`src/pme_defines.svh`:
```
// Purpose: Engine constants
// Assumes: 200 MHz clock; one transaction lasts 10.24 us
// Notes: Offsets, fields, resets, timing
`ifndef PME_DEFINES_SVH
`define PME_DEFINES_SVH

// Timing
`define PME_CLK_MHZ 200
`define PME_TXN_NS 10240
`define PME_TXN_CYCLES ((`PME_TXN_NS * `PME_CLK_MHZ) / 1000)
`define PME_FRAME_SLOTS 32
`define PME_DATA_SLOTS 16
`define PME_START_DELAY 2

// Host register indices
`define PME_SFR_REG_SELECT 3'h0
`define PME_SFR_COMMAND 3'h1
`define PME_SFR_STATUS 3'h2
`define PME_SFR_WDATA_LO 3'h3
`define PME_SFR_WDATA_HI 3'h4
`define PME_SFR_RDATA_LO 3'h5
`define PME_SFR_RDATA_HI 3'h6

// Command and status fields
`define PME_CMD_SINGLE_READ 0
`define PME_CMD_CONT_READ 1
`define PME_STAT_BUSY 0
`define PME_STAT_SCAN 1
`define PME_STAT_PENDING 2

// PHY register addresses
`define PME_PHY_CONTROL_ONE 5'h00
`define PME_PHY_STATUS_ONE 5'h01
`define PME_PHY_CONTROL_TWO 5'h10
`define PME_PHY_STATUS_TWO 5'h11
`define PME_PHY_IRQ_ENABLE 5'h12
`define PME_PHY_IRQ_FLAGS 5'h13
`define PME_PHY_LED_CONTROL 5'h14

// PHY register fields
`define PME_DUPLEX_BIT 8
`define PME_LATCHED_LINK_BIT 2
`define PME_FORCE_LINK_BIT 14
`define PME_LOOPBACK_OFF_BIT 8
`define PME_RX_PAIR_BIT 4
`define PME_STAT2_TX_BIT 13
`define PME_STAT2_RX_BIT 12
`define PME_STAT2_COL_BIT 11
`define PME_STAT2_LINK_BIT 10
`define PME_IRQ_LINK_BIT 4
`define PME_IRQ_GLOBAL_BIT 2
`define PME_IRQ_EN_LINK_BIT 4
`define PME_IRQ_EN_GLOBAL_BIT 1

// PHY reset values and masks
`define PME_CONTROL_ONE_RESET 16'h0000
`define PME_CONTROL_ONE_MASK 16'hcd80
`define PME_STATUS_ONE_FIXED 16'h1800
`define PME_CONTROL_TWO_RESET 16'h0000
`define PME_CONTROL_TWO_MASK 16'h7fff
`define PME_IRQ_ENABLE_RESET 16'h0000
`define PME_IRQ_ENABLE_MASK 16'h0012
`define PME_LED_CONTROL_RESET 16'h3422

`endif

```
`src/pme_pkg.sv`:
```
// Purpose: Engine types
// Assumes: Nothing beyond the defines header
// Notes: States and operation kinds
package pme_pkg;

   typedef enum logic [1:0] {
      PME_IDLE = 2'b00,
      PME_ARM = 2'b01,
      PME_RUN = 2'b10
   } pme_state_type;

   typedef enum logic [1:0] {
      PME_OP_READ = 2'b00,
      PME_OP_WRITE = 2'b01,
      PME_OP_SCAN = 2'b10
   } pme_op_type;

endpackage : pme_pkg

```
`src/pme_access_engine.sv`:
```
// Purpose: Host access to PHY registers by read, write and scan commands
// Assumes: Host register port sampled on the system clock
// Notes: Busy follows a command by two clock cycles
//
// Functional notes
// - Five-bit address register selects PHY register
// - Read bit starts read, busy two cycles later
// - Read lasts 10.24 us, busy self-clears
// - High write byte starts write, busy later
// - Write commits at end, busy self-clears
// - Writes replace all sixteen bits at once
// - Scan bit starts repeated reads, flags set
// - Scan refreshes read data every interval
// - No refresh indication; bytes may mismatch
// - Scan clear ends after current read
// - Control one bit 8 selects duplex
// - Latched link bit drops on loss
// - Status one bits 12 and 11 read one
// - Force link bit always allows transmit
// - Pending clears when data lands
`timescale 1ns/100ps
`include "pme_defines.svh"
module pme_access_engine
   import pme_pkg::*;
#(
   parameter int TXN_CYCLES = `PME_TXN_CYCLES
) (
   input wire logic clock,            // System clock
   input wire logic rst,              // Synchronous reset
   input wire logic [2:0] sfr_addr,   // Host register index
   input wire logic sfr_write,        // Host write strobe
   input wire logic sfr_read,         // Host read strobe
   input wire logic [7:0] sfr_wdata,  // Host write data
   output logic [7:0] sfr_rdata,      // Read data, next cycle
   input wire logic mac_duplex_select, // MAC duplex setting
   input wire logic link_pin,         // PHY link up level
   input wire logic tx_pin,           // PHY transmitting
   input wire logic rx_pin,           // PHY receiving
   input wire logic col_pin,          // PHY collision
   output logic phy_duplex_select,    // PHY full duplex
   output logic duplex_mismatch,      // Duplex differ
   output logic force_link_up,        // Link forced up
   output logic tx_allowed,           // PHY may transmit
   output logic loopback_off_ctrl,    // Loopback off
   output logic rx_pair_normal_ctrl,  // Normal receive pair mode
   output logic [15:0] led_config     // LED control word
);
   pme_state_type state;
   pme_state_type next_state;
   pme_op_type op;
   pme_op_type next_op;
   logic [4:0] phy_reg_select;
   logic [4:0] next_reg_select;
   logic [1:0] mgmt_command_reg;
   logic [1:0] next_command;
   logic [7:0] mgmt_wdata_lo;
   logic [7:0] next_wdata_lo;
   logic [7:0] mgmt_wdata_hi;
   logic [7:0] next_wdata_hi;
   logic [7:0] mgmt_rdata_lo;
   logic [7:0] next_rdata_lo;
   logic [7:0] mgmt_rdata_hi;
   logic [7:0] next_rdata_hi;
   logic scan_active;
   logic next_scan_active;
   logic rdata_pending;
   logic next_rdata_pending;
   logic [1:0] delay;
   logic [1:0] next_delay;
   logic [7:0] next_sfr_rdata;
   logic busy;
   logic launch_read;
   logic launch_scan;
   logic launch_write;
   logic start;
   logic done;
   logic bit_strobe;
   logic sdo;
   logic sdi;
   logic [15:0] engine_rdata;
   logic [15:0] control_one;
   logic [15:0] control_two;
   logic link_now;

   assign busy = (state == PME_RUN);
   assign launch_read = sfr_write && sfr_addr == `PME_SFR_COMMAND
      && sfr_wdata[`PME_CMD_SINGLE_READ] && !mgmt_command_reg[`PME_CMD_SINGLE_READ];
   assign launch_scan = sfr_write && sfr_addr == `PME_SFR_COMMAND
      && sfr_wdata[`PME_CMD_CONT_READ] && !mgmt_command_reg[`PME_CMD_CONT_READ];
   assign launch_write = sfr_write && sfr_addr == `PME_SFR_WDATA_HI;

   // Host register writes
   always_comb begin
      next_reg_select = phy_reg_select;
      next_command = mgmt_command_reg;
      next_wdata_lo = mgmt_wdata_lo;
      next_wdata_hi = mgmt_wdata_hi;
      if (sfr_write) begin
         case (sfr_addr)
            `PME_SFR_REG_SELECT: next_reg_select = sfr_wdata[4:0];
            `PME_SFR_COMMAND: next_command = sfr_wdata[1:0];
            `PME_SFR_WDATA_LO: next_wdata_lo = sfr_wdata;
            `PME_SFR_WDATA_HI: next_wdata_hi = sfr_wdata;
            default: next_command = mgmt_command_reg;
         endcase
      end
   end

   // Transaction sequencer
   always_comb begin
      next_state = state;
      next_op = op;
      next_delay = delay;
      next_scan_active = scan_active;
      next_rdata_pending = rdata_pending;
      next_rdata_lo = mgmt_rdata_lo;
      next_rdata_hi = mgmt_rdata_hi;
      start = 1'b0;
      case (state)
         PME_IDLE: begin
            if (launch_scan) begin
               next_op = PME_OP_SCAN;
               next_state = PME_ARM;
               next_delay = 2'd1;
            end else if (launch_read) begin
               next_op = PME_OP_READ;
               next_state = PME_ARM;
               next_delay = 2'd1;
            end else if (launch_write) begin
               next_op = PME_OP_WRITE;
               next_state = PME_ARM;
               next_delay = 2'd1;
            end
         end
         PME_ARM: begin
            if (delay >= 2'(`PME_START_DELAY - 1)) begin
               next_state = PME_RUN;
               start = 1'b1;
               if (op == PME_OP_SCAN) begin
                  next_scan_active = 1'b1;
               end
               if (op != PME_OP_WRITE) begin
                  next_rdata_pending = 1'b1;
               end
            end else begin
               next_delay = delay + 2'd1;
            end
         end
         PME_RUN: begin
            if (done) begin
               if (op != PME_OP_WRITE) begin
                  next_rdata_lo = engine_rdata[7:0];
                  next_rdata_hi = engine_rdata[15:8];
                  next_rdata_pending = 1'b0;
               end
               if (op == PME_OP_SCAN && mgmt_command_reg[`PME_CMD_CONT_READ]) begin
                  start = 1'b1;
               end else begin
                  next_state = PME_IDLE;
                  next_scan_active = 1'b0;
               end
            end
         end
         default: next_state = PME_IDLE;
      endcase
   end

   // Host register reads
   always_comb begin
      next_sfr_rdata = 8'h00;
      if (sfr_read) begin
         case (sfr_addr)
            `PME_SFR_REG_SELECT: next_sfr_rdata = {3'h0, phy_reg_select};
            `PME_SFR_COMMAND: next_sfr_rdata = {6'h00, mgmt_command_reg};
            `PME_SFR_STATUS: begin
               next_sfr_rdata[`PME_STAT_BUSY] = busy;
               next_sfr_rdata[`PME_STAT_SCAN] = scan_active;
               next_sfr_rdata[`PME_STAT_PENDING] = rdata_pending;
            end
            `PME_SFR_WDATA_LO: next_sfr_rdata = mgmt_wdata_lo;
            `PME_SFR_WDATA_HI: next_sfr_rdata = mgmt_wdata_hi;
            `PME_SFR_RDATA_LO: next_sfr_rdata = mgmt_rdata_lo;
            `PME_SFR_RDATA_HI: next_sfr_rdata = mgmt_rdata_hi;
            default: next_sfr_rdata = 8'h00;
         endcase
      end
   end

   always_ff @(posedge clock) begin
      if (rst) begin
         state <= PME_IDLE;
         op <= PME_OP_READ;
         delay <= 2'd0;
         phy_reg_select <= 5'h00;
         mgmt_command_reg <= 2'h0;
         mgmt_wdata_lo <= 8'h00;
         mgmt_wdata_hi <= 8'h00;
         mgmt_rdata_lo <= 8'h00;
         mgmt_rdata_hi <= 8'h00;
         scan_active <= 1'b0;
         rdata_pending <= 1'b0;
         sfr_rdata <= 8'h00;
      end else begin
         state <= next_state;
         op <= next_op;
         delay <= next_delay;
         phy_reg_select <= next_reg_select;
         mgmt_command_reg <= next_command;
         mgmt_wdata_lo <= next_wdata_lo;
         mgmt_wdata_hi <= next_wdata_hi;
         mgmt_rdata_lo <= next_rdata_lo;
         mgmt_rdata_hi <= next_rdata_hi;
         scan_active <= next_scan_active;
         rdata_pending <= next_rdata_pending;
         sfr_rdata <= next_sfr_rdata;
      end
   end

   pme_mgmt_serial #(
      .TXN_CYCLES(TXN_CYCLES)
   ) u_serial (
      .clock(clock),
      .rst(rst),
      .start(start),
      .wdata({mgmt_wdata_hi, mgmt_wdata_lo}),
      .sdi(sdi),
      .sdo(sdo),
      .bit_strobe(bit_strobe),
      .done(done),
      .rdata(engine_rdata)
   );

   pme_phy_regs u_phy (
      .clock(clock),
      .rst(rst),
      .start(start),
      .write_op(op == PME_OP_WRITE),
      .addr(phy_reg_select),
      .bit_strobe(bit_strobe),
      .sdo(sdo),
      .done(done),
      .link_pin(link_pin),
      .tx_pin(tx_pin),
      .rx_pin(rx_pin),
      .col_pin(col_pin),
      .sdi(sdi),
      .control_one(control_one),
      .control_two(control_two),
      .led_control(led_config),
      .link_now(link_now)
   );

   assign phy_duplex_select = control_one[`PME_DUPLEX_BIT];
   assign duplex_mismatch = phy_duplex_select != mac_duplex_select;
   assign force_link_up = control_two[`PME_FORCE_LINK_BIT];
   assign tx_allowed = force_link_up || link_now;
   assign loopback_off_ctrl = control_two[`PME_LOOPBACK_OFF_BIT];
   assign rx_pair_normal_ctrl = control_two[`PME_RX_PAIR_BIT];
endmodule : pme_access_engine

```
`src/pme_mgmt_serial.sv`:
```
// Purpose: Serial link master, one frame per transaction
// Assumes: start is a one-cycle pulse; wdata stable at start
// Notes: Data moves MSB first in the last 16 of 32 bit slots
`timescale 1ns/100ps
`include "pme_defines.svh"
module pme_mgmt_serial
   import pme_pkg::*;
#(
   parameter int TXN_CYCLES = `PME_TXN_CYCLES
) (
   input wire logic clock,        // System clock
   input wire logic rst,          // Synchronous reset
   input wire logic start,        // Begin a frame
   input wire logic [15:0] wdata, // Word to send
   input wire logic sdi,          // Serial data from PHY
   output logic sdo,              // Serial data to PHY
   output logic bit_strobe,       // Data bit edge
   output logic done,             // Frame finished, rdata valid
   output logic [15:0] rdata      // Word received
);
   localparam int BIT_CYCLES = TXN_CYCLES / `PME_FRAME_SLOTS;
   localparam int CW = $clog2(TXN_CYCLES + 1);

   logic active;
   logic [CW-1:0] count;
   logic [15:0] shift;
   logic next_active;
   logic [CW-1:0] next_count;
   logic [15:0] next_shift;
   logic next_done;
   logic last;

   assign last = active && (count == CW'(TXN_CYCLES - 1));
   assign bit_strobe = active && (int'(count) / BIT_CYCLES >= `PME_DATA_SLOTS)
                       && (int'(count) % BIT_CYCLES == BIT_CYCLES - 1);
   assign sdo = shift[15];
   assign rdata = shift;

   always_comb begin
      next_active = active;
      next_count = count;
      next_shift = shift;
      next_done = last;
      if (start) begin
         next_active = 1'b1;
         next_count = '0;
         next_shift = wdata;
      end else if (active) begin
         next_count = count + 1'b1;
         if (bit_strobe) begin
            next_shift = {shift[14:0], sdi};
         end
         if (last) begin
            next_active = 1'b0;
         end
      end
   end

   always_ff @(posedge clock) begin
      if (rst) begin
         active <= 1'b0;
         count <= '0;
         shift <= 16'h0000;
         done <= 1'b0;
      end else begin
         active <= next_active;
         count <= next_count;
         shift <= next_shift;
         done <= next_done;
      end
   end
endmodule : pme_mgmt_serial

```
`src/pme_phy_regs.sv`:
```
// Purpose: PHY register set behind the serial link
// Assumes: Status pins come from PHY analog logic in another domain
// Notes: Clear-on-read takes effect at frame end
`timescale 1ns/100ps
`include "pme_defines.svh"
module pme_phy_regs
   import pme_pkg::*;
(
   input wire logic clock,          // System clock
   input wire logic rst,            // Synchronous reset
   input wire logic start,          // Frame begins
   input wire logic write_op,       // Frame is a write
   input wire logic [4:0] addr,     // Target PHY register
   input wire logic bit_strobe,     // Data bit edge
   input wire logic sdo,            // From engine
   input wire logic done,           // Frame finished
   input wire logic link_pin,       // Raw link up level
   input wire logic tx_pin,         // Raw transmit activity
   input wire logic rx_pin,         // Raw receive activity
   input wire logic col_pin,        // Raw collision
   output logic sdi,                // To engine
   output logic [15:0] control_one, // Control one
   output logic [15:0] control_two, // Control two
   output logic [15:0] led_control, // LED control
   output logic link_now            // Synced link
);
   logic [3:0] meta;
   logic [3:0] pins;
   logic latched_link_up;
   logic [15:0] irq_enable;
   logic link_flag;
   logic link_prev;
   logic [15:0] out_shift;
   logic [15:0] in_shift;
   logic [15:0] read_value;
   logic [15:0] next_control_one;
   logic [15:0] next_control_two;
   logic [15:0] next_led_control;
   logic [15:0] next_irq_enable;
   logic next_latched;
   logic next_link_flag;
   logic [15:0] next_out_shift;
   logic [15:0] next_in_shift;
   logic commit;
   logic read_done;

   assign link_now = pins[0];
   assign sdi = out_shift[15];
   assign commit = done && write_op;
   assign read_done = done && !write_op;

   always_comb begin
      read_value = 16'h0000;
      case (addr)
         `PME_PHY_CONTROL_ONE: read_value = control_one;
         `PME_PHY_STATUS_ONE: begin
            read_value = `PME_STATUS_ONE_FIXED;
            read_value[`PME_LATCHED_LINK_BIT] = latched_link_up;
         end
         `PME_PHY_CONTROL_TWO: read_value = control_two;
         `PME_PHY_STATUS_TWO: begin
            read_value[`PME_STAT2_TX_BIT] = pins[1];
            read_value[`PME_STAT2_RX_BIT] = pins[2];
            read_value[`PME_STAT2_COL_BIT] = pins[3];
            read_value[`PME_STAT2_LINK_BIT] = pins[0];
         end
         `PME_PHY_IRQ_ENABLE: read_value = irq_enable;
         `PME_PHY_IRQ_FLAGS: begin
            read_value[`PME_IRQ_LINK_BIT] = link_flag;
            read_value[`PME_IRQ_GLOBAL_BIT] = link_flag
               && irq_enable[`PME_IRQ_EN_LINK_BIT] && irq_enable[`PME_IRQ_EN_GLOBAL_BIT];
         end
         `PME_PHY_LED_CONTROL: read_value = led_control;
         default: read_value = 16'h0000;
      endcase
   end

   always_comb begin
      next_control_one = control_one;
      next_control_two = control_two;
      next_led_control = led_control;
      next_irq_enable = irq_enable;
      next_out_shift = out_shift;
      next_in_shift = in_shift;
      next_latched = latched_link_up && pins[0];
      next_link_flag = link_flag;
      if (read_done && addr == `PME_PHY_STATUS_ONE) begin
         next_latched = pins[0];
      end
      if (read_done && addr == `PME_PHY_IRQ_FLAGS) begin
         next_link_flag = 1'b0;
      end
      if (pins[0] != link_prev) begin
         next_link_flag = 1'b1;
      end
      if (start) begin
         next_out_shift = read_value;
      end else if (bit_strobe) begin
         next_out_shift = {out_shift[14:0], 1'b0};
         next_in_shift = {in_shift[14:0], sdo};
      end
      if (commit) begin
         case (addr)
            `PME_PHY_CONTROL_ONE: next_control_one = in_shift & `PME_CONTROL_ONE_MASK;
            `PME_PHY_CONTROL_TWO: next_control_two = in_shift & `PME_CONTROL_TWO_MASK;
            `PME_PHY_IRQ_ENABLE: next_irq_enable = in_shift & `PME_IRQ_ENABLE_MASK;
            `PME_PHY_LED_CONTROL: next_led_control = in_shift;
            default: next_led_control = led_control;
         endcase
      end
   end

   always_ff @(posedge clock) begin
      if (rst) begin
         meta <= 4'h0;
         pins <= 4'h0;
         link_prev <= 1'b0;
         latched_link_up <= 1'b0;
         link_flag <= 1'b0;
         control_one <= `PME_CONTROL_ONE_RESET;
         control_two <= `PME_CONTROL_TWO_RESET;
         led_control <= `PME_LED_CONTROL_RESET;
         irq_enable <= `PME_IRQ_ENABLE_RESET;
         out_shift <= 16'h0000;
         in_shift <= 16'h0000;
      end else begin
         meta <= {col_pin, rx_pin, tx_pin, link_pin};
         pins <= meta;
         link_prev <= pins[0];
         latched_link_up <= next_latched;
         link_flag <= next_link_flag;
         control_one <= next_control_one;
         control_two <= next_control_two;
         led_control <= next_led_control;
         irq_enable <= next_irq_enable;
         out_shift <= next_out_shift;
         in_shift <= next_in_shift;
      end
   end
endmodule : pme_phy_regs

```
`config.mk`:
```
export PLATFORM = sky130hd
export DESIGN_NAME = pme_access_engine
export DESIGN_NICKNAME = d
export VERILOG_FILES = /design/src/pme_pkg.sv /design/src/pme_access_engine.sv /design/src/pme_mgmt_serial.sv /design/src/pme_phy_regs.sv
export VERILOG_INCLUDE_DIRS = /design/src
export SDC_FILE = /design/constraint.sdc
export NUM_CORES = 1
export LEC_CHECK = 0
export BUFFER_PORTS_ARGS = -buffer_cell sky130_fd_sc_hd__buf_2
export CAP_MARGIN = 20
export CORE_AREA = 2 2 93 139
export DETAILED_ROUTE_END_ITERATION = 16
export DIE_AREA = 0 0 95 141
export PLACE_DENSITY = 0.78
export SLEW_MARGIN = 20
export SYNTH_ARGS = -nofsm -noshare
export SYNTH_HDL_FRONTEND = slang
export SYNTH_SLANG_ARGS = --single-unit
```
`constraint.sdc`:
```
create_clock -name clock -period 2.8 [get_ports clock]
set_clock_uncertainty 0.2 [all_clocks]
set_input_delay 0.28 -clock clock [delete_from_list [all_inputs] [get_ports clock]]
set_output_delay 0.28 -clock clock [all_outputs]
set_load 0.02 [all_outputs]
```
==> results_dict.tcl, run 1 <==
set metrics [dict create \
    synth-edff-count 0 \
    rr_startpoint "u_serial.count[0]" \
    worstRegToRegCells 6 \
    rsz0062_at_grt "no" \
    seq_area_mm2 0.003343 \
    yosysWarningCount 0 \
    multi_input_area_mm2 0.003560 \
    leakage_nw 2.971 \
    layout.nets 911 \
    dpl-instance-area_mm2 0.007536 \
    setup_viol 0 \
    ctsResizeCount 0 \
    cts.path.max_buffers 2 \
    root_buffer "clkbuf_16" \
    ff2ff_setup_slack_ps 270 \
    path_clk_slew_ps 60 \
    cts_buffers 17 \
    gp_congestion 0.8896 \
    hold_class "in -> reg" \
    drcViolationCount 0 \
    worstMarginPinSlew_ps 823.8 \
    start_util_pct 57.98 \
    drive_gt1_share_pct 14.14 \
    diodes 0 \
    grt_max_degree 62 \
    hold_path_end "sfr_rdata[3]" \
    track_usage_pct 28.33 \
    overflow 0 \
    status "finished clean" \
    final-max-slew-violation-count 0 \
    yosys-top-cells-area "dfxtp_1, nand2_1, mux2i_1" \
    core_area_mm2 0.01232 \
    critical_path_required_ps 2910 \
    routed_wl_um 18610 \
    timing.rr.end "u_serial.rdata[12]" \
    drtIter0Drc 443 \
    dp_hpwl_um 12460 \
    pin_count 50 \
    final_cell_area_mm2 0.008267 \
    clk_latency_ps 420 \
    vdd_drop_max_mv 0.5672 \
    firstDrtPassIters 7 \
    report.final.hold_viol_count 0 \
    powerDensity_mw_per_mm2 639.1 \
    fin_tns_setup_ps 0 \
    cp_cell_sequence "ha_1 -> nand4_1 -> nor3_4 -> buf_4 -> mux2i_1 -> a211oi_1" \
    die_w_um 95 \
    syn_avg_cell_area_um2 8.568 \
    grt_pass1_wl_um 29860 \
    dieArea_mm2 0.01340 \
    finalCriticalPeriod_ps 2529 \
    maxCapViolCount 0 \
    placedCellCount 1008 \
    final_cells 1054 \
    via_per_inst 5.933 \
    start_kind "flip-flop" \
    ys_types 57 \
    clkSinkCount 167 \
    hold_start "sfr_addr[1]" \
    ys_ff_latch 167 \
    arrival_ps 2640 \
    antenna_found_initial 0 \
    area_growth_pct 15.69 \
    fmax_mhz 395.4 \
    synth_top_flop_cell "dfxtp_1" \
    synthTopCellsByCount "dfxtp_1, nand2_1, nor2_1, a21oi_1, mux2i_1" \
    relSlewSlack_pct 44.66 \
    critPathKind "reg -> reg" \
    final.fill_count 975 \
    via_count 6253 \
    ys_seq_area_share_pct 46.79 \
    placement_rows 50 \
    syn_inst 834 \
    portBuffers 49 \
    die_h_um 141 \
    fin_crit_sh_pct 90.31 \
    synth_top_area_share_pct 46.79 \
    holdPathStages 2 \
    end_kind "flip-flop" \
    cts_htree_levels 4 \
    critical_path.max_stage_delay_ps 600 \
    wire_per_inst_um 17.66 \
    cp_max_fo 16 \
    syn_nets 860 \
    async_reset_ff_share_pct 0 \
    synth.cell_area_mm2 0.007146 \
    synth_top_cell_by_area "dfxtp_1" \
    grt_pass1_vias 6066 \
    cts_tree "yes" \
    cp_slowest_cell "nor3_4" \
    ant_nets 0 \
    cts_setup_buffers 0 \
]
==> power by group <==
group	internal (mW)	switching, mW	total, mW
sequential	2.43	0.0474	2.48
combinational	0.175	0.283	0.459
clock	1.35	0.993	2.35
total	3.96	1.32	5.28
==> cell type report <==
cell class | count | share of cell area, %
clock buffers | 19 | 5.358
inverters | 10 | 0.4541
well taps | 156 | 2.361
flip-flops and latches | 167 | 40.44
multi-input cells | 605 | 43.06
clock inverters | 13 | 1.756
repair buffers | 84 | 6.569
==> repair_timing <==
action	CTS	global route
endpoints found under the setup margin	0	3
hold buffers	13	0
endpoints found under the hold margin	25	0
==> per-layer routing <==
| layer | GRT usage [%] | share of wire (%) | vias up |
|---|---|---|---|
| met1 | 32.72 | 39 | 2988 |
| met3 | 4.490 | 4.6 | 58 |
| met2 | 49.61 | 52 | 216 |
| met5 | 0 | 0 | - |
| met4 | 14.49 | 4.0 | 0 |
| li1 | - | - | 2991 |
==> cells in the final DEF (no fill, tap or decap), types with 9 or more instances in the layout <==
| cell | Yosys | routed |
|---|---|---|
| a21oi_1 | 87 | 87 |
| buf_2 | 9 | 48 |
| nor2_1 | 88 | 88 |
| o21ai_0 | 15 | 15 |
| mux2i_1 | 60 | 60 |
| a211oi_1 | 22 | 22 |
| a22oi_1 | 12 | 12 |
| dfxtp_1 | 167 | 167 |
| buf_4 | 3 | 23 |
| clkbuf_16 | 0 | 17 |
| nand2b_1 | 11 | 11 |
| nand3_1 | 23 | 23 |
| nand2_1 | 167 | 167 |
| mux2_2 | 13 | 13 |
| nor2b_1 | 16 | 16 |
| inv_1 | 9 | 9 |
| dlygate4sd3_1 | 0 | 13 |
==> critical path, delay by kind of cell (launching register included) <==
| family | cells | cell delay [ps] |
|---|---|---|
| buffers and inverters | 1 | 400 |
| adders and majority gates | 1 | 210 |
| muxes | 1 | 130 |
| and+or+nand+nor | 2 | 820 |
| AOI/OAI and AO/OA | 1 | 280 |
| DFF | 1 | 400 |
==> how the worst max path moves through the flow <==
stage                      startpoint  slack (ps)  cells after the start            endpoint
floorplan                    state[0]         630                      7  u_phy.out_shift[3]
global placement             state[0]         410                      7  u_serial.rdata[15]
detailed placement           state[1]         280                      7   u_serial.rdata[5]
CTS                          state[1]         250                      7   u_serial.rdata[5]
global route                 state[1]          50                      7   u_serial.rdata[6]
finish              u_serial.count[0]         270                      6  u_serial.rdata[12]
==> metrics by stage <==
step                      power, mW  util, %  hold WS [ps]  worst slack, ps
after floorplan               2.823        -         208.2            628.9
after global placement        2.923    61.15         221.5            413.4
after detailed placement      2.945    61.15         228.5            283.0
after CTS                     5.287    66.97         52.86            248.2
after global routing          5.466    67.08         76.39            54.61
final                         5.283    67.08         57.41            271.2
==> cell families after synthesis <==
| group | Yosys count | synth area share (%) |
|---|---|---|
| simple gates | 344 | 21.57 |
| compound gates | 168 | 14.29 |
| flops | 167 | 46.79 |
| mux | 75 | 11.08 |
| buf+inv | 63 | 3.870 |
| xor+xnor | 11 | 1.348 |
| fa+ha+maj | 6 | 1.051 |
(Power assumes the default switching activity.)
==> run 2, diff against run 1 <==
--- a/config.mk
+++ b/config.mk
@@ -8,11 +8,13 @@
 export LEC_CHECK = 0
 export BUFFER_PORTS_ARGS = -buffer_cell sky130_fd_sc_hd__buf_2
 export CAP_MARGIN = 20
-export CORE_AREA = 2 2 93 139
+export CORE_AREA = 2 2 95 143
 export DETAILED_ROUTE_END_ITERATION = 16
-export DIE_AREA = 0 0 95 141
+export DIE_AREA = 0 0 97 145
 export PLACE_DENSITY = 0.78
+export SKIP_CTS_REPAIR_TIMING = 1
 export SLEW_MARGIN = 20
 export SYNTH_ARGS = -nofsm -noshare
 export SYNTH_HDL_FRONTEND = slang
+export SYNTH_HIERARCHICAL = 1
 export SYNTH_SLANG_ARGS = --single-unit
==> results_dict.tcl, run 2 <==
set metrics [dict create \
    rsz0062_at_grt "no" \
    antenna_found_initial 0 \
    firstDrtPassIters 5 \
    multi_input_area_mm2 0.003776 \
    gp_congestion 0.8654 \
    crit_start "op[1]" \
    layout.nets 925 \
    diodes 0 \
    clkSinkCount 167 \
    fin_tns_setup_ps 0 \
    die_h_um 145 \
    synth.cell_area_mm2 0.007500 \
    timing.rr.end "u_phy/out_shift[13]" \
    fin_ws_ps 299.6 \
    core_area_mm2 0.01283 \
    root_buffer "clkbuf_16" \
    cp_max_fo 6 \
    yosysWarningCount 6 \
    drcViolationCount 0 \
    final_common_cell "dfxtp_1" \
    grt_pass1_wl_um 29340 \
    syn_nets 881 \
    placement_rows 51 \
    status "finished clean" \
    dieArea_mm2 0.01407 \
    routed_wl_um 18040 \
    setup_viol 0 \
    path_clk_slew_ps 70 \
    cts.path.max_buffers 2 \
    ff2ff_setup_slack_ps 300 \
    fin_util_pct 66.40 \
    drtIter0Drc 315 \
    worstMarginPinSlew_ps 672.2 \
    leakage_nw 2.975 \
    report.final.hold_viol_count 0 \
    fmax_mhz 399.9 \
    cts_htree_levels 4 \
    grt_max_degree 63 \
    pin_count 50 \
    critical_path_required_ps 2930 \
    final.fill_count 1047 \
    syn_inst 855 \
    track_usage_pct 25.32 \
    grt_pass1_vias 6235 \
    arrival_ps 2630 \
    area_growth_pct 13.56 \
    crit_end "u_phy/out_shift[13]" \
    start_util_pct 58.47 \
    clk_latency_ps 420 \
    vdd_drop_max_mv 0.3439 \
    layout_common_cells "dfxtp_1, nand2_1, nor2_1, a21oi_1, mux2i_1" \
    drive_gt1_share_pct 15.02 \
    end_kind "flip-flop" \
    dp_hpwl_um 12410 \
    via_per_inst 5.930 \
    final-max-slew-violation-count 0 \
    cts_buffers 17 \
    portBuffers 49 \
    worstRegToRegCells 9 \
    syn_avg_cell_area_um2 8.772 \
    hold_class "in -> reg" \
    via_count 6351 \
    critPathKind "reg -> reg" \
    place_ws_ps 312.4 \
    seq_area_mm2 0.003343 \
    maxCapViolCount 0 \
    cts_tree "yes" \
    finalCriticalPeriod_ps 2500 \
    fin_crit_sh_pct 89.30 \
    ant_nets 0 \
    die_w_um 97 \
    placedCellCount 1026 \
    powerDensity_mw_per_mm2 607.4 \
    total_power_mw 5.173 \
    relSlewSlack_pct 55.18 \
    wire_per_inst_um 16.84 \
    start_kind "flip-flop" \
    overflow 0 \
    rr_startpoint "op[1]" \
    final_cells 1071 \
]
[run 2: cell count changes in the layout (fill, tap and decap cells not counted), moves of 10 or more]
cell / before / now
nor4_1: 0 / 16
a211oi_1: 22 / 5
nand2_1: 167 / 149
a22oi_1: 12 / 2
mux2i_1: 60 / 74
a2111oi_2: 0 / 10
[run 2: final cells by class]
class	count	share of cell area, %
sequential	167	39.25
clock buffer	17	4.995
timing repair buffer	84	6.523
tap	159	2.336
multi-input combinational	613	44.34
inverter	16	0.7052
clock inverter	15	1.851
[run 2: power by group]
group	internal [mW]	switching, mW
logic	0.178	0.254
registers	2.42	0.0365
clock network	1.20	1.09
total	3.80	1.38
[run 2: per-stage QoR]
| step | cell area (um^2) | hold WS, ps |
|---|---|---|
| floorplan | 7500 | 208.2 |
| global placement | 7802 | 223.0 |
| detailed placement | 7802 | 225.4 |
| CTS | 8386 | -132.3 |
| global route | 8517 | 113.0 |
| finish | 8517 | 92.53 |
[run 2: worst min-delay path by stage]
stage                              from             to  slack [ps]  cells past startpoint
after global routing        sfr_addr[0]   sfr_rdata[0]         110                      3
after detailed placement  u_phy/meta[3]  u_phy/pins[3]         230                      1
final                       sfr_addr[0]   sfr_rdata[0]          90                      3
after CTS                      link_pin  u_phy/meta[0]        -130                      2
after floorplan                link_pin  u_phy/meta[0]         210                      1
after global placement    u_phy/meta[0]  u_phy/pins[0]         220                      1
[run 2: worst max-delay path, cell delays in order, from the launching register on]
cell	delay, ps
dfxtp_1	350
nor2b_1	240
and2_1	260
nand3_1	120
a21boi_2	170
inv_1	130
a2111oi_1	420
buf_4	200
nand2_1	90
o32ai_1	230
[run 2: metal layers]
metal | track usage [%] | share of wire, % | wire length [um] | vias to the layer above
met5 | 0 | 0 | 0 | -
met4 | 12.82 | 3.6 | 656 | 0
met3 | 4.046 | 4.5 | 818 | 50
met2 | 45.97 | 53 | 9497 | 195
met1 | 28.20 | 39 | 7067 | 3020
li1 | - | - | - | 3086
==> run 3, diff against run 2 <==
--- a/config.mk
+++ b/config.mk
@@ -6,7 +6,7 @@
 export SDC_FILE = /design/constraint.sdc
 export NUM_CORES = 1
 export LEC_CHECK = 0
-export BUFFER_PORTS_ARGS = -buffer_cell sky130_fd_sc_hd__buf_2
+export BUFFER_PORTS_ARGS = -buffer_cell sky130_fd_sc_hd__buf_4
 export CAP_MARGIN = 20
 export CORE_AREA = 2 2 95 143
 export DETAILED_ROUTE_END_ITERATION = 16
==> constraint.sdc (replaced) <==
create_clock -name clock -period 2.8 [get_ports clock]
set_clock_uncertainty 0.2 [all_clocks]
set_input_delay 0.56 -clock clock [delete_from_list [all_inputs] [get_ports clock]]
set_output_delay 0.56 -clock clock [all_outputs]
set_load 0.02 [all_outputs]
==> results_dict.tcl, run 3 (synthesized netlist as in run 2, its figures left out) <==
set metrics [dict create \
    relSlewSlack_pct 54.57 \
    critPathKind "reg -> reg" \
    dieArea_mm2 0.01407 \
    end_kind "flip-flop" \
    grt_pass1_vias 6084 \
    hold_class "in -> reg" \
    layout_common_cells "dfxtp_1, nand2_1, nor2_1, a21oi_1, mux2i_1" \
    grt_pass1_wl_um 29530 \
    holdPathStages 2 \
    layout.nets 910 \
    cts_htree_levels 4 \
    antenna_found_initial 0 \
    diodes 0 \
    drcViolationCount 0 \
    drive_gt1_share_pct 15.05 \
    arrival_ps 2760 \
    clkSinkCount 167 \
    drt-met1-wl_um 6968 \
    firstDrtPassIters 5 \
    grt_max_degree 63 \
    fin_tns_setup_ps 0 \
    final-max-slew-violation-count 0 \
    timing.rr.end "u_phy/out_shift[13]" \
    dp_hpwl_um 12530 \
    dr.max_layer_used "met4" \
    rsz0062_at_grt "no" \
    vdd_drop_max_mv 0.3662 \
    path_clk_slew_ps 70 \
    gp_congestion 0.8553 \
    cts_tree "yes" \
    fin_crit_sh_pct 93.94 \
    die_w_um 97 \
    start_util_pct 58.47 \
    placement_rows 51 \
    via_per_inst 5.987 \
    report.final.hold_viol_count 0 \
    finalCriticalPeriod_ps 2630 \
    via_count 6322 \
    fin_util_pct 66.13 \
    critical_path_required_ps 2930 \
    wire_per_inst_um 17.10 \
    fmax_mhz 380.2 \
    setup_viol 0 \
    maxCapViolCount 0 \
    cts_buffers 17 \
    wl_met2_um 9449 \
    routed_wl_um 18060 \
    overflow 0 \
    hold_start "col_pin" \
    leakage_nw 2.934 \
    ant_nets 0 \
    ff2ff_setup_slack_ps 170 \
    total_power_mw 5.162 \
    area_growth_pct 13.10 \
    final.fill_count 1063 \
    hold_path_end "u_phy/meta[3]" \
    track_usage_pct 25.63 \
    core_area_mm2 0.01283 \
    worstRegToRegCells 8 \
    cts.path.max_buffers 2 \
    start_kind "flip-flop" \
    pin_count 50 \
    final_common_cell "dfxtp_1" \
    die_h_um 145 \
    root_buffer "clkbuf_16" \
    status "finished clean" \
    worstMarginPinSlew_ps 664.2 \
    portBuffers 49 \
    drtIter0Drc 402 \
    routed-wl-met3_um 983 \
    rr_startpoint "state[1]" \
    cp_max_fo 9 \
    powerDensity_mw_per_mm2 608.6 \
    clk_latency_ps 430 \
]
[run 3: changes by cell type in the layout (fill, tap and decap cells not counted), moves of 2 or more]
cell           before  now
clkinv_8            2    0
clkinv_2            0    2
inv_8               6    1
buf_2              48    0
buf_4              22   68
inv_6               3    6
dlygate4sd3_1      13    0
[run 3: worst max-delay path by stage]
stage | from | endpoint | cells after the start
after floorplan | state[1] | u_phy/out_shift[13] | 9
final | state[1] | u_phy/out_shift[13] | 8
after CTS | op[1] | u_phy/out_shift[13] | 8
after global placement | op[1] | u_phy/out_shift[13] | 8
after global routing | op[1] | u_phy/out_shift[11] | 8
after detailed placement | op[1] | u_phy/out_shift[13] | 8
[run 3: metrics by stage]
stage	worst slack, ps	hold WS [ps]	cell area [um^2]	cells
3_5_place_dp	220.7	227.2	7908	1024
6_report	169.6	144.3	8482	1056
5_1_grt	24.89	144.7	8482	1056
3_3_place_gp	346.5	225.2	7908	1024
4_1_cts	202.5	135.1	8482	1056
2_1_floorplan	111.0	213.8	7500	855
[run 3: layout make-up]
class                           count  area (um^2)  area share [%]
Clock buffer                       18        439.2           5.178
Clock inverter                     14        135.1           1.593
Inverter                           16        60.06          0.7081
Multi-Input combinational cell    613         3775           44.51
Sequential cell                   167         3343           39.42
Tap cell                          159        198.9           2.345
Timing Repair Buffer               69        530.5           6.255
[run 3: power by group]
group,internal (mW),total (mW),switching [mW]
clock network,1.27,2.27,1.00
logic,0.173,0.432,0.258
registers,2.43,2.46,0.0362
total,3.87,5.16,1.30
[run 3: routing by layer]
metal,vias to the layer above,GRT usage [%]
li1,3036,-
met4,0,12.18
met2,224,45.76
met3,50,4.576
met1,3012,29.28
met5,-,0
[run 3: worst max-delay path, cell delays in order (launching register included)]
cell and delay, ps:
dfxtp_1 320, inv_1 100, ha_1 360, nand2b_1 150, a21boi_2 200, inv_1 130, a2111oi_0 640, nand2_1 200
o32ai_1 240
